### src/inc/twfq_pkg.sv
// package for the two-wire flag quirks block
package twfq_pkg;
  localparam logic [7:0] ADDR_CTRL = 8'h00;
  localparam logic [7:0] ADDR_MSTATUS = 8'h04;
  localparam logic [7:0] ADDR_SSTATUS = 8'h08;
  localparam logic [7:0] ADDR_SCMD = 8'h0C;
  localparam logic [7:0] ADDR_INST2 = 8'h10;
  // ctrl fields
  localparam int CTRL_EN = 0;
  localparam int CTRL_SDA_HOLD_SELECT = 1;
  localparam int CTRL_TIMEOUT_EN = 2;
  localparam logic [2:0] CTRL_RESET = 3'h0;
  // slave status fields
  localparam int ST_DIF = 0;
  localparam int ST_STOP_INTERRUPT_FLAG = 1;
  localparam int ST_SLAVE_CLOCK_HOLD_FLAG = 2;
  localparam int ST_COLL = 3;
  localparam int ST_DROPPED = 4;
  localparam logic [1:0] CMD_RESPONSE = 2'h3;
  typedef enum logic [1:0] {TWFQ_UNKNOWN, TWFQ_IDLE, TWFQ_OWNER, TWFQ_BUSY} twfq_bus_t;
  typedef struct packed {
    logic start;
    logic rstart;
    logic stop;
    logic addr_match;
    logic data_byte;
    logic timeout;
    logic scl_low;
  } twfq_ev_t;
  typedef struct packed {
    logic psel;
    logic penable;
    logic pwrite;
    logic [7:0] paddr;
    logic [31:0] pwdata;
  } twfq_apb_t;
endpackage

### src/verilog/twfq_bus_tracker.sv
// bus state tracker: idle, owned, busy, unknown
module twfq_bus_tracker
  import twfq_pkg::*;
(
  input wire logic pclk,
  input wire logic presetn,
  input wire logic enable,
  input wire twfq_pkg::twfq_ev_t ev,
  input wire logic own_master,
  output twfq_pkg::twfq_bus_t state
);
  import twfq_pkg::*;
  typedef struct packed {
    twfq_bus_t state;
  } twfq_trk_t;
  twfq_trk_t r;
  twfq_trk_t next_r;
  always_comb begin
    next_r = r;
    if (!enable) begin
      next_r.state = TWFQ_UNKNOWN;
    end else if (ev.stop || ev.timeout) begin
      next_r.state = TWFQ_IDLE;
    end else if (ev.start || ev.rstart) begin
      next_r.state = own_master ? TWFQ_OWNER : TWFQ_BUSY;
    end else if (r.state == TWFQ_UNKNOWN) begin
      next_r.state = TWFQ_IDLE;
    end
  end
  always_ff @(posedge pclk or negedge presetn) begin
    if (!presetn) begin
      r <= '{state: TWFQ_UNKNOWN};
    end else begin
      r <= next_r;
    end
  end
  assign state = r.state;
endmodule

### src/verilog/twfq_core.sv
// two-wire status flag logic with revision quirks, APB slave
// Function
// - a START clears the transmit collision flag but a repeated START leaves it set.
// - a stop flag clear colliding with an address-match set leaves clock hold stuck and SCL held.
// - a timeout in the same cycle as a detected START drops that transaction.
// - the response command clears the data flag one cycle later, so an immediate read still shows it.
// - the SDA hold select is a single control bit.
// - the second instance is absent; writes to it act like writes to a reserved location.
//
// Chosen here: the APB register port and the address map.
module twfq_core
  import twfq_pkg::*;
(
  input wire logic pclk,
  input wire logic presetn,
  input wire twfq_pkg::twfq_apb_t apb,
  output logic [31:0] prdata,
  output logic pready,
  output logic pslverr,
  input wire twfq_pkg::twfq_ev_t ev,
  input wire logic own_master,
  input wire logic coll_detect,
  output logic scl_hold,
  output logic sda_hold_select,
  output logic enable
);
  import twfq_pkg::*;
  typedef struct packed {
    logic [2:0] ctrl;
    logic data_interrupt_flag;
    logic stop_interrupt_flag;
    logic slave_clock_hold_flag;
    logic coll;
    logic dropped;
    logic dif_clr_pend;
    logic [31:0] rdata;
  } twfq_st_t;
  twfq_st_t r;
  twfq_st_t next_r;
  twfq_bus_t bus_state;
  logic wr;
  logic rd;
  logic stop_interrupt_flag_wr_clr;
  logic addr_set;
  logic start_ok;
  logic resp_cmd;
  logic stop_set;
  logic data_set;
  logic drop_evt;

  twfq_bus_tracker u_trk (
    .pclk(pclk),
    .presetn(presetn),
    .enable(r.ctrl[CTRL_EN]),
    .ev(ev),
    .own_master(own_master),
    .state(bus_state)
  );

  // zero wait state slave
  assign pready = 1'b1;
  assign pslverr = 1'b0;
  assign wr = apb.psel && apb.penable && apb.pwrite;
  assign rd = apb.psel && !apb.penable && !apb.pwrite;
  assign stop_interrupt_flag_wr_clr = wr && apb.paddr == ADDR_SSTATUS && apb.pwdata[ST_STOP_INTERRUPT_FLAG];
  assign addr_set = ev.addr_match && r.ctrl[CTRL_EN];
  // coincident timeout swallows the start
  assign start_ok = ev.start && !(r.ctrl[CTRL_TIMEOUT_EN] && ev.timeout);
  assign resp_cmd = wr && apb.paddr == ADDR_SCMD && apb.pwdata[1:0] == CMD_RESPONSE;
  assign stop_set = ev.stop && r.ctrl[CTRL_EN];
  assign data_set = ev.data_byte && r.ctrl[CTRL_EN];
  // only armed while timeout detection is on
  assign drop_evt = ev.start && ev.timeout && r.ctrl[CTRL_TIMEOUT_EN];

  always_comb begin
    next_r = r;
    // data flag clear lags the command by a cycle
    next_r.dif_clr_pend = 1'b0;
    if (r.dif_clr_pend) begin
      next_r.data_interrupt_flag = 1'b0;
    end
    if (wr) begin
      unique case (apb.paddr)
        ADDR_CTRL: next_r.ctrl = apb.pwdata[2:0];
        ADDR_SSTATUS: begin
          if (apb.pwdata[ST_DIF]) next_r.data_interrupt_flag = 1'b0;
          if (apb.pwdata[ST_COLL]) next_r.coll = 1'b0;
          if (apb.pwdata[ST_DROPPED]) next_r.dropped = 1'b0;
          if (apb.pwdata[ST_STOP_INTERRUPT_FLAG]) next_r.stop_interrupt_flag = 1'b0;
        end
        ADDR_SCMD: begin
          if (apb.pwdata[1:0] == CMD_RESPONSE) begin
            next_r.dif_clr_pend = 1'b1;
            next_r.slave_clock_hold_flag = 1'b0;
          end
        end
        default: ; // second instance and holes ignored
      endcase
    end
    // clearing stop_interrupt_flag normally also releases the clock hold
    if (stop_interrupt_flag_wr_clr && !addr_set) begin
      next_r.slave_clock_hold_flag = 1'b0;
    end
    if (start_ok) begin
      next_r.coll = 1'b0;
    end
    if (drop_evt) begin
      next_r.dropped = 1'b1;
    end
    if (coll_detect) begin
      next_r.coll = 1'b1;
    end
    if (stop_set) begin
      next_r.stop_interrupt_flag = 1'b1;
    end
    // hardware set wins; slave_clock_hold_flag stays set and bus locks on collision
    if (addr_set) begin
      next_r.stop_interrupt_flag = 1'b1;
      next_r.slave_clock_hold_flag = 1'b1;
    end
    if (data_set) begin
      next_r.data_interrupt_flag = 1'b1;
      next_r.slave_clock_hold_flag = 1'b1;
    end
    next_r.rdata = '0;
    if (rd) begin
      unique case (apb.paddr)
        ADDR_CTRL: next_r.rdata = {29'h0, r.ctrl};
        ADDR_MSTATUS: next_r.rdata = {30'h0, bus_state};
        ADDR_SSTATUS: next_r.rdata = {27'h0, r.dropped, r.coll, r.slave_clock_hold_flag, r.stop_interrupt_flag, r.data_interrupt_flag};
        default: next_r.rdata = '0;
      endcase
    end
  end

  always_ff @(posedge pclk or negedge presetn) begin
    if (!presetn) begin
      r <= '{ctrl: CTRL_RESET, default: '0};
    end else begin
      r <= next_r;
    end
  end

  assign prdata = r.rdata;
  assign scl_hold = r.slave_clock_hold_flag;
  assign sda_hold_select = r.ctrl[CTRL_SDA_HOLD_SELECT];
  assign enable = r.ctrl[CTRL_EN];
endmodule
### config.mk
export PLATFORM = sky130hd
export DESIGN_NAME = twfq_core
export DESIGN_NICKNAME = d
export VERILOG_FILES = /design/src/inc/twfq_pkg.sv /design/src/verilog/twfq_bus_tracker.sv /design/src/verilog/twfq_core.sv
export SDC_FILE = /design/constraint.sdc
export NUM_CORES = 1
export LEC_CHECK = 0
export BUFFER_PORTS_ARGS = -buffer_cell sky130_fd_sc_hd__buf_2
export CORE_ASPECT_RATIO = 0.9
export CORE_MARGIN = 2
export CORE_UTILIZATION = 40
export CTS_CLUSTER_SIZE = 12
export DETAILED_ROUTE_END_ITERATION = 8
export GPL_TIMING_DRIVEN = 0
export PLACE_DENSITY_LB_ADDON = 0.1
export SLEW_MARGIN = 20
export SYNTH_ARGS = -nofsm -noshare
export SYNTH_HDL_FRONTEND = slang
export SYNTH_SLANG_ARGS = --single-unit
### constraint.sdc
create_clock -name pclk -period 2.35 [get_ports pclk]
set_input_delay 0.235 -clock pclk [delete_from_list [all_inputs] [get_ports pclk]]
set_output_delay 0.235 -clock pclk [all_outputs]
set_load 0.02 [all_outputs]
==> results.cfg, run 1 <==
[status]
status = completed

[cts]
numCtsBuffers = 3
clk_latency_ns = 0.28
root_buffer = clkbuf_4
postCtsSetupRepairBufs = 0
cts-htree-levels = 1
clk_pin_slew_ns = 0.09
cts_buffer_depth = 2
cts_tree = built
clock-sinks = 16

[pwr]
leakagePower_uw = 0.000778
p_per_area_mw_per_mm2 = 449
power_uw = 617
peakVddDrop_mv = 0.295

[floorplan]
rows = 17
io_pins = 91
die_area_mm2 = 0.00300
initial_utilization = 0.421
coreArea_mm2 = 0.00245
die_h_um = 52.2
die_w_um = 57.5

[timing]
fin_crit_ns = 1.20
maxSlewViolCount = 0
max_freq_mhz = 832
fin_crit_sh = 0.512
setup_tns_ns = 0
setup_violations = 0
rsz0062_at_grt = false
final.setup_skew_ns = 0.00153
hold_viol = 0

[global_route]
grt_overflow = 0
grt_pass1_wl_mm = 3.10
grt_pass1_vias = 692
grt_use_total = 0.139
antenna_found_initial = 0
grt_max_degree = 17

[final_layout]
n_fill_cell = 224
utilization = 0.562
fin_area_mm2 = 0.00137
drive_above_1_share = 0.491
multiInputGateArea_um2 = 464
ff_latch_area_um2 = 400
area_growth_pct = 33.3
antenna_cells = 0
nets = 222
final_cells = 195

[logic_synthesis]
synth_cells = 103
ys_seq_area_frac = 0.388
synth_flop_cell = dfrtp_1
syn_area_per_cell_um2 = 10.0
synth_most_common_cell = buf_4
synth.area.top_cells = dfrtp_1 (39%), buf_4 (25%), mux2_2 (3.3%), nand4_1 (3.0%), mux2i_1 (2.9%)
synth_area_mm2 = 0.00103
yosys-top-cells-count = buf_4 (34), dfrtp_1 (16), nand2_1 (6)
synth_top_area_share = 0.388
async_reset_ff_frac = 1.00
yosysTopAreaCell = dfrtp_1
synth-edff-count = 0
ys_ff_latch = 16
yosysWarnings = 0
synth_cell_types = 30

[placement]
io_buffers = 32
post-dp-hpwl_mm = 1.67
place_inst = 190
placed_area_mm2 = 0.00133
globalplace.congestion = 0.758

[worst_setup_path]
crit_chain = buf_2
path_buf_inv = 1
critPathTopFamily = flip-flops
cp.required_ns = 2.12
cp_max_fo = 8
path_class = reg -> out
crit_arrival_ns = 0.97
cpPeakStageDelay_ns = 0.47
endpoint_kind = primary output
slowest_stage = dfrtp_1
critPathLaunchType = flip-flop

[routing]
routed.top_layer = met4
vias = 828
drt_iter0_markers = 12
wl_met3_um = 161
first_pass_iters = 4
wl_per_cell_um = 10.2
vias_per_cell = 4.25
drtAntennaViolNets = 0
wl_mm = 2.00
dr_wl_met2_mm = 1.06
route.detailed.drc = 0
met1_length_um = 758

[min_path]
hold_class = in -> reg

[flow_run]
drv_cap = 0
## sequential cells by signal, summed over array words and instances, names as in the netlist
register	cells
r	6
prdata	5
enable	1
u_trk.state	2
scl_hold	1
sda_hold_select	1
## timing repair
action,4_1_cts,5_1_grt
endpoints found under the hold margin,16,0
hold buffers,1,0
gates resized for setup,0,0
## cells by family (layout without fill, tap and decap cells)
family	after synthesis	in the layout	share of synthesized area
buffers and inverters	37	74	0.260
AND/OR/NAND/NOR	28	28	0.183
flip-flops	16	16	0.388
AO/OA/AOI/OAI	14	14	0.0995
multiplexers	6	6	0.0619
other	2	29	0.00728
## power by group
group          internal, uW  switching, uW  leakage (uW)
Sequential              286           7.18      0.000213
Clock                  94.3           84.0     0.0000210
Combinational          64.4           80.8      0.000544
## area by class of cell
type                            instances  share of cell area
Buffer                                 35               0.189
Multi-Input combinational cell         77               0.338
Timing Repair Buffer                   33               0.124
Clock buffer                            4              0.0264
Tap cell                               28              0.0255
Inverter                                2             0.00546
Sequential cell                        16               0.291
## layer usage
metal	GRT usage	up-vias
met5	0	-
met3	0.0448	2
li1	-	425
met2	0.248	36
met1	0.160	365
met4	0.0349	0
## per-stage QoR
| step | setup WS (ns) | hold WS, ns |
|---|---|---|
| 2_1_floorplan | 1.16 | -0.0606 |
| 3_3_place_gp | 0.914 | 0.166 |
| 3_5_place_dp | 0.918 | 0.168 |
| 4_1_cts | 1.14 | 0.137 |
| 5_1_grt | 1.10 | 0.135 |
| 6_report | 1.15 | 0.142 |
## cell usage in the layout, fill, tap and decap left out, types with 2 or more instances in the layout
cell,Yosys,routed
or2_2,2,2
inv_1,2,2
dfrtp_1,16,16
mux2_2,3,3
o21ai_0,4,4
nand2_1,6,6
a32o_1,2,2
clkbuf_4,0,3
conb_1,2,29
buf_4,34,34
nand4_1,5,5
buf_2,0,32
a21oi_1,2,2
mux2i_1,3,3
nor2_1,3,3
and3_1,2,2
nor2b_1,2,2
## path summary, 6_finish.rpt
path / startpoint / endpoint / slack [ns] / depth (start not counted)
hold reg to reg: r[33]$_DFFE_PN0P_ / r[33]$_DFFE_PN0P_ / 0.49 / 1
setup / recovery: enable$_DFFE_PN0P_ / enable / 1.15 / 1
min in group asynchronous: presetn / r[32]$_DFF_PN0_ / 0.38 / 2
setup reg to reg: u_trk.state[1]$_DFFE_PN0P_ / u_trk.state[0]$_DFFE_PN0P_ / 1.28 / 3
hold / removal: coll_detect / r[34]$_DFFE_PN0P_ / 0.14 / 2
max in group asynchronous: presetn / prdata[1]$_DFF_PN0_ / 1.71 / 2
Note: power is estimated with default switching activity, not from simulation.
==> run 2, diff against run 1 <==
ABC_AREA = 1   (was default)
CORE_UTILIZATION = 35   (was 40)
clock period = 1.1 ns   (was 2.35 ns; I/O delays follow)
==> run 2 against run 1 <==
  * Clock power rose by 65%
  * Hold slack got worse by 0.13 ns
  * Utilization fell by 7.7 points
  * Global-route usage fell by 2.0 points
  * Routed wire length rose by 3.4%
  * Critical endpoint unchanged
==> results.cfg, run 2 <==
[status]
status = completed

[worst_setup_path]
cp_max_fo = 9
critPathLaunchType = flip-flop
r2r-start = u_trk.state[1]$_DFFE_PN0P_
setup.worst_path.start = enable$_DFFE_PN0P_
r2r_end = u_trk.state[1]$_DFFE_PN0P_
crit_cells = 1
reg2reg_depth = 3
cp.required_ns = 0.99
crit_arrival_ns = 0.92
endpoint_kind = primary output
r2r_slack_ns = 0.13
slowest_stage = dfrtp_2
path_buf_inv = 1
cpPeakStageDelay_ns = 0.47
endpoint = enable
path_class = reg -> out
critPathTopFamily = flip-flops
crit_chain = buf_2

[logic_synthesis]
synth_flop_cell = dfrtp_1
synth-edff-count = 0
yosysWarnings = 0
synth.area.top_cells = dfrtp_1 (35%), buf_4 (23%), nand2_1 (12%), nand3_1 (7.1%), inv_1 (4.0%)
synth_cells = 146
syn_area_per_cell_um2 = 7.76
synth_top_area_share = 0.354
synth_cell_types = 20
ys_ff_latch = 16
yosysTopAreaCell = dfrtp_1
synth_area_mm2 = 0.00113
ys_seq_area_frac = 0.354
synth_most_common_cell = nand2_1
yosys-top-cells-count = nand2_1 (35), buf_4 (34), dfrtp_1 (16), nand3_1 (16), inv_1 (12)
async_reset_ff_frac = 1.00

[final_layout]
area_growth_pct = 31.2
largest_reg_flops = 6
final_cell_mix = nand2_1 (35), buf_4 (34), buf_2 (33), conb_1 (29), nand3_1 (16)
nets = 266
regMostFlops = r
drive_above_1_share = 0.400
final_common_cell = nand2_1
antenna_cells = 0

[floorplan]
coreArea_mm2 = 0.00307
initial_utilization = 0.369
die_w_um = 64.0
die_area_mm2 = 0.00371
rows = 19
io_pins = 91
die_h_um = 58.0

[pwr]
p_per_area_mw_per_mm2 = 861
peakVddDrop_mv = 0.372
leakagePower_uw = 0.000932

[timing]
hold_viol = 0
setup_violations = 0
maxSlewViolCount = 0
finalHoldWorstSlack_ns = 0.00975
max_freq_mhz = 966
fin_crit_sh = 0.941
rsz0062_at_grt = false
fin_crit_ns = 1.03
final.setup_skew_ns = 0.00322
setup_tns_ns = 0

[global_route]
grt_pass1_vias = 835
antenna_found_initial = 0
grt_overflow = 0
met2_usage = 0.204
grt_use_total = 0.119
grt_pass1_wl_mm = 3.52
use_met3 = 0.0408
grt-busiest-layer = met2
grt_max_degree = 17
met1_usage = 0.152

[routing]
drtAntennaViolNets = 0
route.detailed.drc = 0
wl_per_cell_um = 8.18
drt_iter0_markers = 12
vias_per_cell = 3.85
wl_mm = 2.06
vias = 971
first_pass_iters = 4

[min_path]
hold_class = in -> reg

[cts]
clock-sinks = 16
cts-htree-levels = 1
cts_buffer_depth = 2
numCtsBuffers = 3
clk_pin_slew_ns = 0.08
postCtsSetupRepairBufs = 0
clk_latency_ns = 0.28
root_buffer = clkbuf_4
cts_tree = built

[flow_run]
drv_cap = 0

[placement]
post-dp-hpwl_mm = 1.80
globalplace.congestion = 0.763
io_buffers = 33
[run 2: layout make-up]
type / count / area, um2
Fill cell: 317 / 1580
Tap cell: 42 / 52.6
Multi-Input combinational cell: 110 / 529
Timing Repair Buffer: 34 / 175
Clock buffer: 3 / 22.5
Sequential cell: 16 / 402
Buffer: 34 / 255
Inverter: 13 / 48.8
[run 2: worst min path at each step]
| stage | from | endpoint | slack, ns | cells past startpoint |
|---|---|---|---|---|
| after CTS | coll_detect | r[34]$_DFFE_PN0P_ | 0.005 | 3 |
| after floorplan | presetn | enable$_DFFE_PN0P_ | -0.19 | 0 |
| final | coll_detect | r[34]$_DFFE_PN0P_ | 0.01 | 3 |
| after global routing | coll_detect | r[34]$_DFFE_PN0P_ | 0.02 | 3 |
| after global placement | presetn | prdata[2]$_DFF_PN0_ | 0.03 | 1 |
| after detailed placement | presetn | prdata[2]$_DFF_PN0_ | 0.03 | 1 |
[run 2: report_power, final]
| part | internal [uW] | switching [uW] | total (uW) |
|---|---|---|---|
| Combinational | 139 | 205 | 345 |
| Sequential | 620 | 22.3 | 642 |
| Clock | 127 | 166 | 293 |
| Total | 886 | 393 | 1280 |
[run 2: stage by stage]
| step | util | setup slack [ns] | total power, uW | instances | instance area [um2] |
|---|---|---|---|---|---|
| after global routing | 0.484 | 0.0270 | 1350 | 252 | 1490 |
| after floorplan | - | 0.0795 | 895 | 173 | 1230 |
| after detailed placement | 0.473 | 0.104 | 994 | 248 | 1450 |
| after global placement | 0.473 | 0.115 | 990 | 248 | 1450 |
| final | 0.484 | 0.0650 | 1280 | 252 | 1490 |
| after CTS | 0.484 | 0.0549 | 1290 | 252 | 1490 |
[run 2: repair_timing]
item | in CTS | in global routing
hold endpoints to repair | 16 | 0
setup endpoints to repair | 1 | 0
hold buffers | 1 | 0
gates resized for setup | 1 | 0
[run 2: layer usage]
layer	wire [um]	share of wire	vias to the layer above
li1	-	-	520
met1	886	0.43	407
met2	988	0.48	42
met3	182	0.088	2
met4	4	0.0019	0
met5	0	0	-
[run 2: logic make-up after synthesis]
kind of cell | count (synthesis) | share of synthesized area
compound gates | 6 | 0.0298
buf+inv | 47 | 0.268
flops | 16 | 0.354
other cells | 2 | 0.00663
simple gates | 75 | 0.341
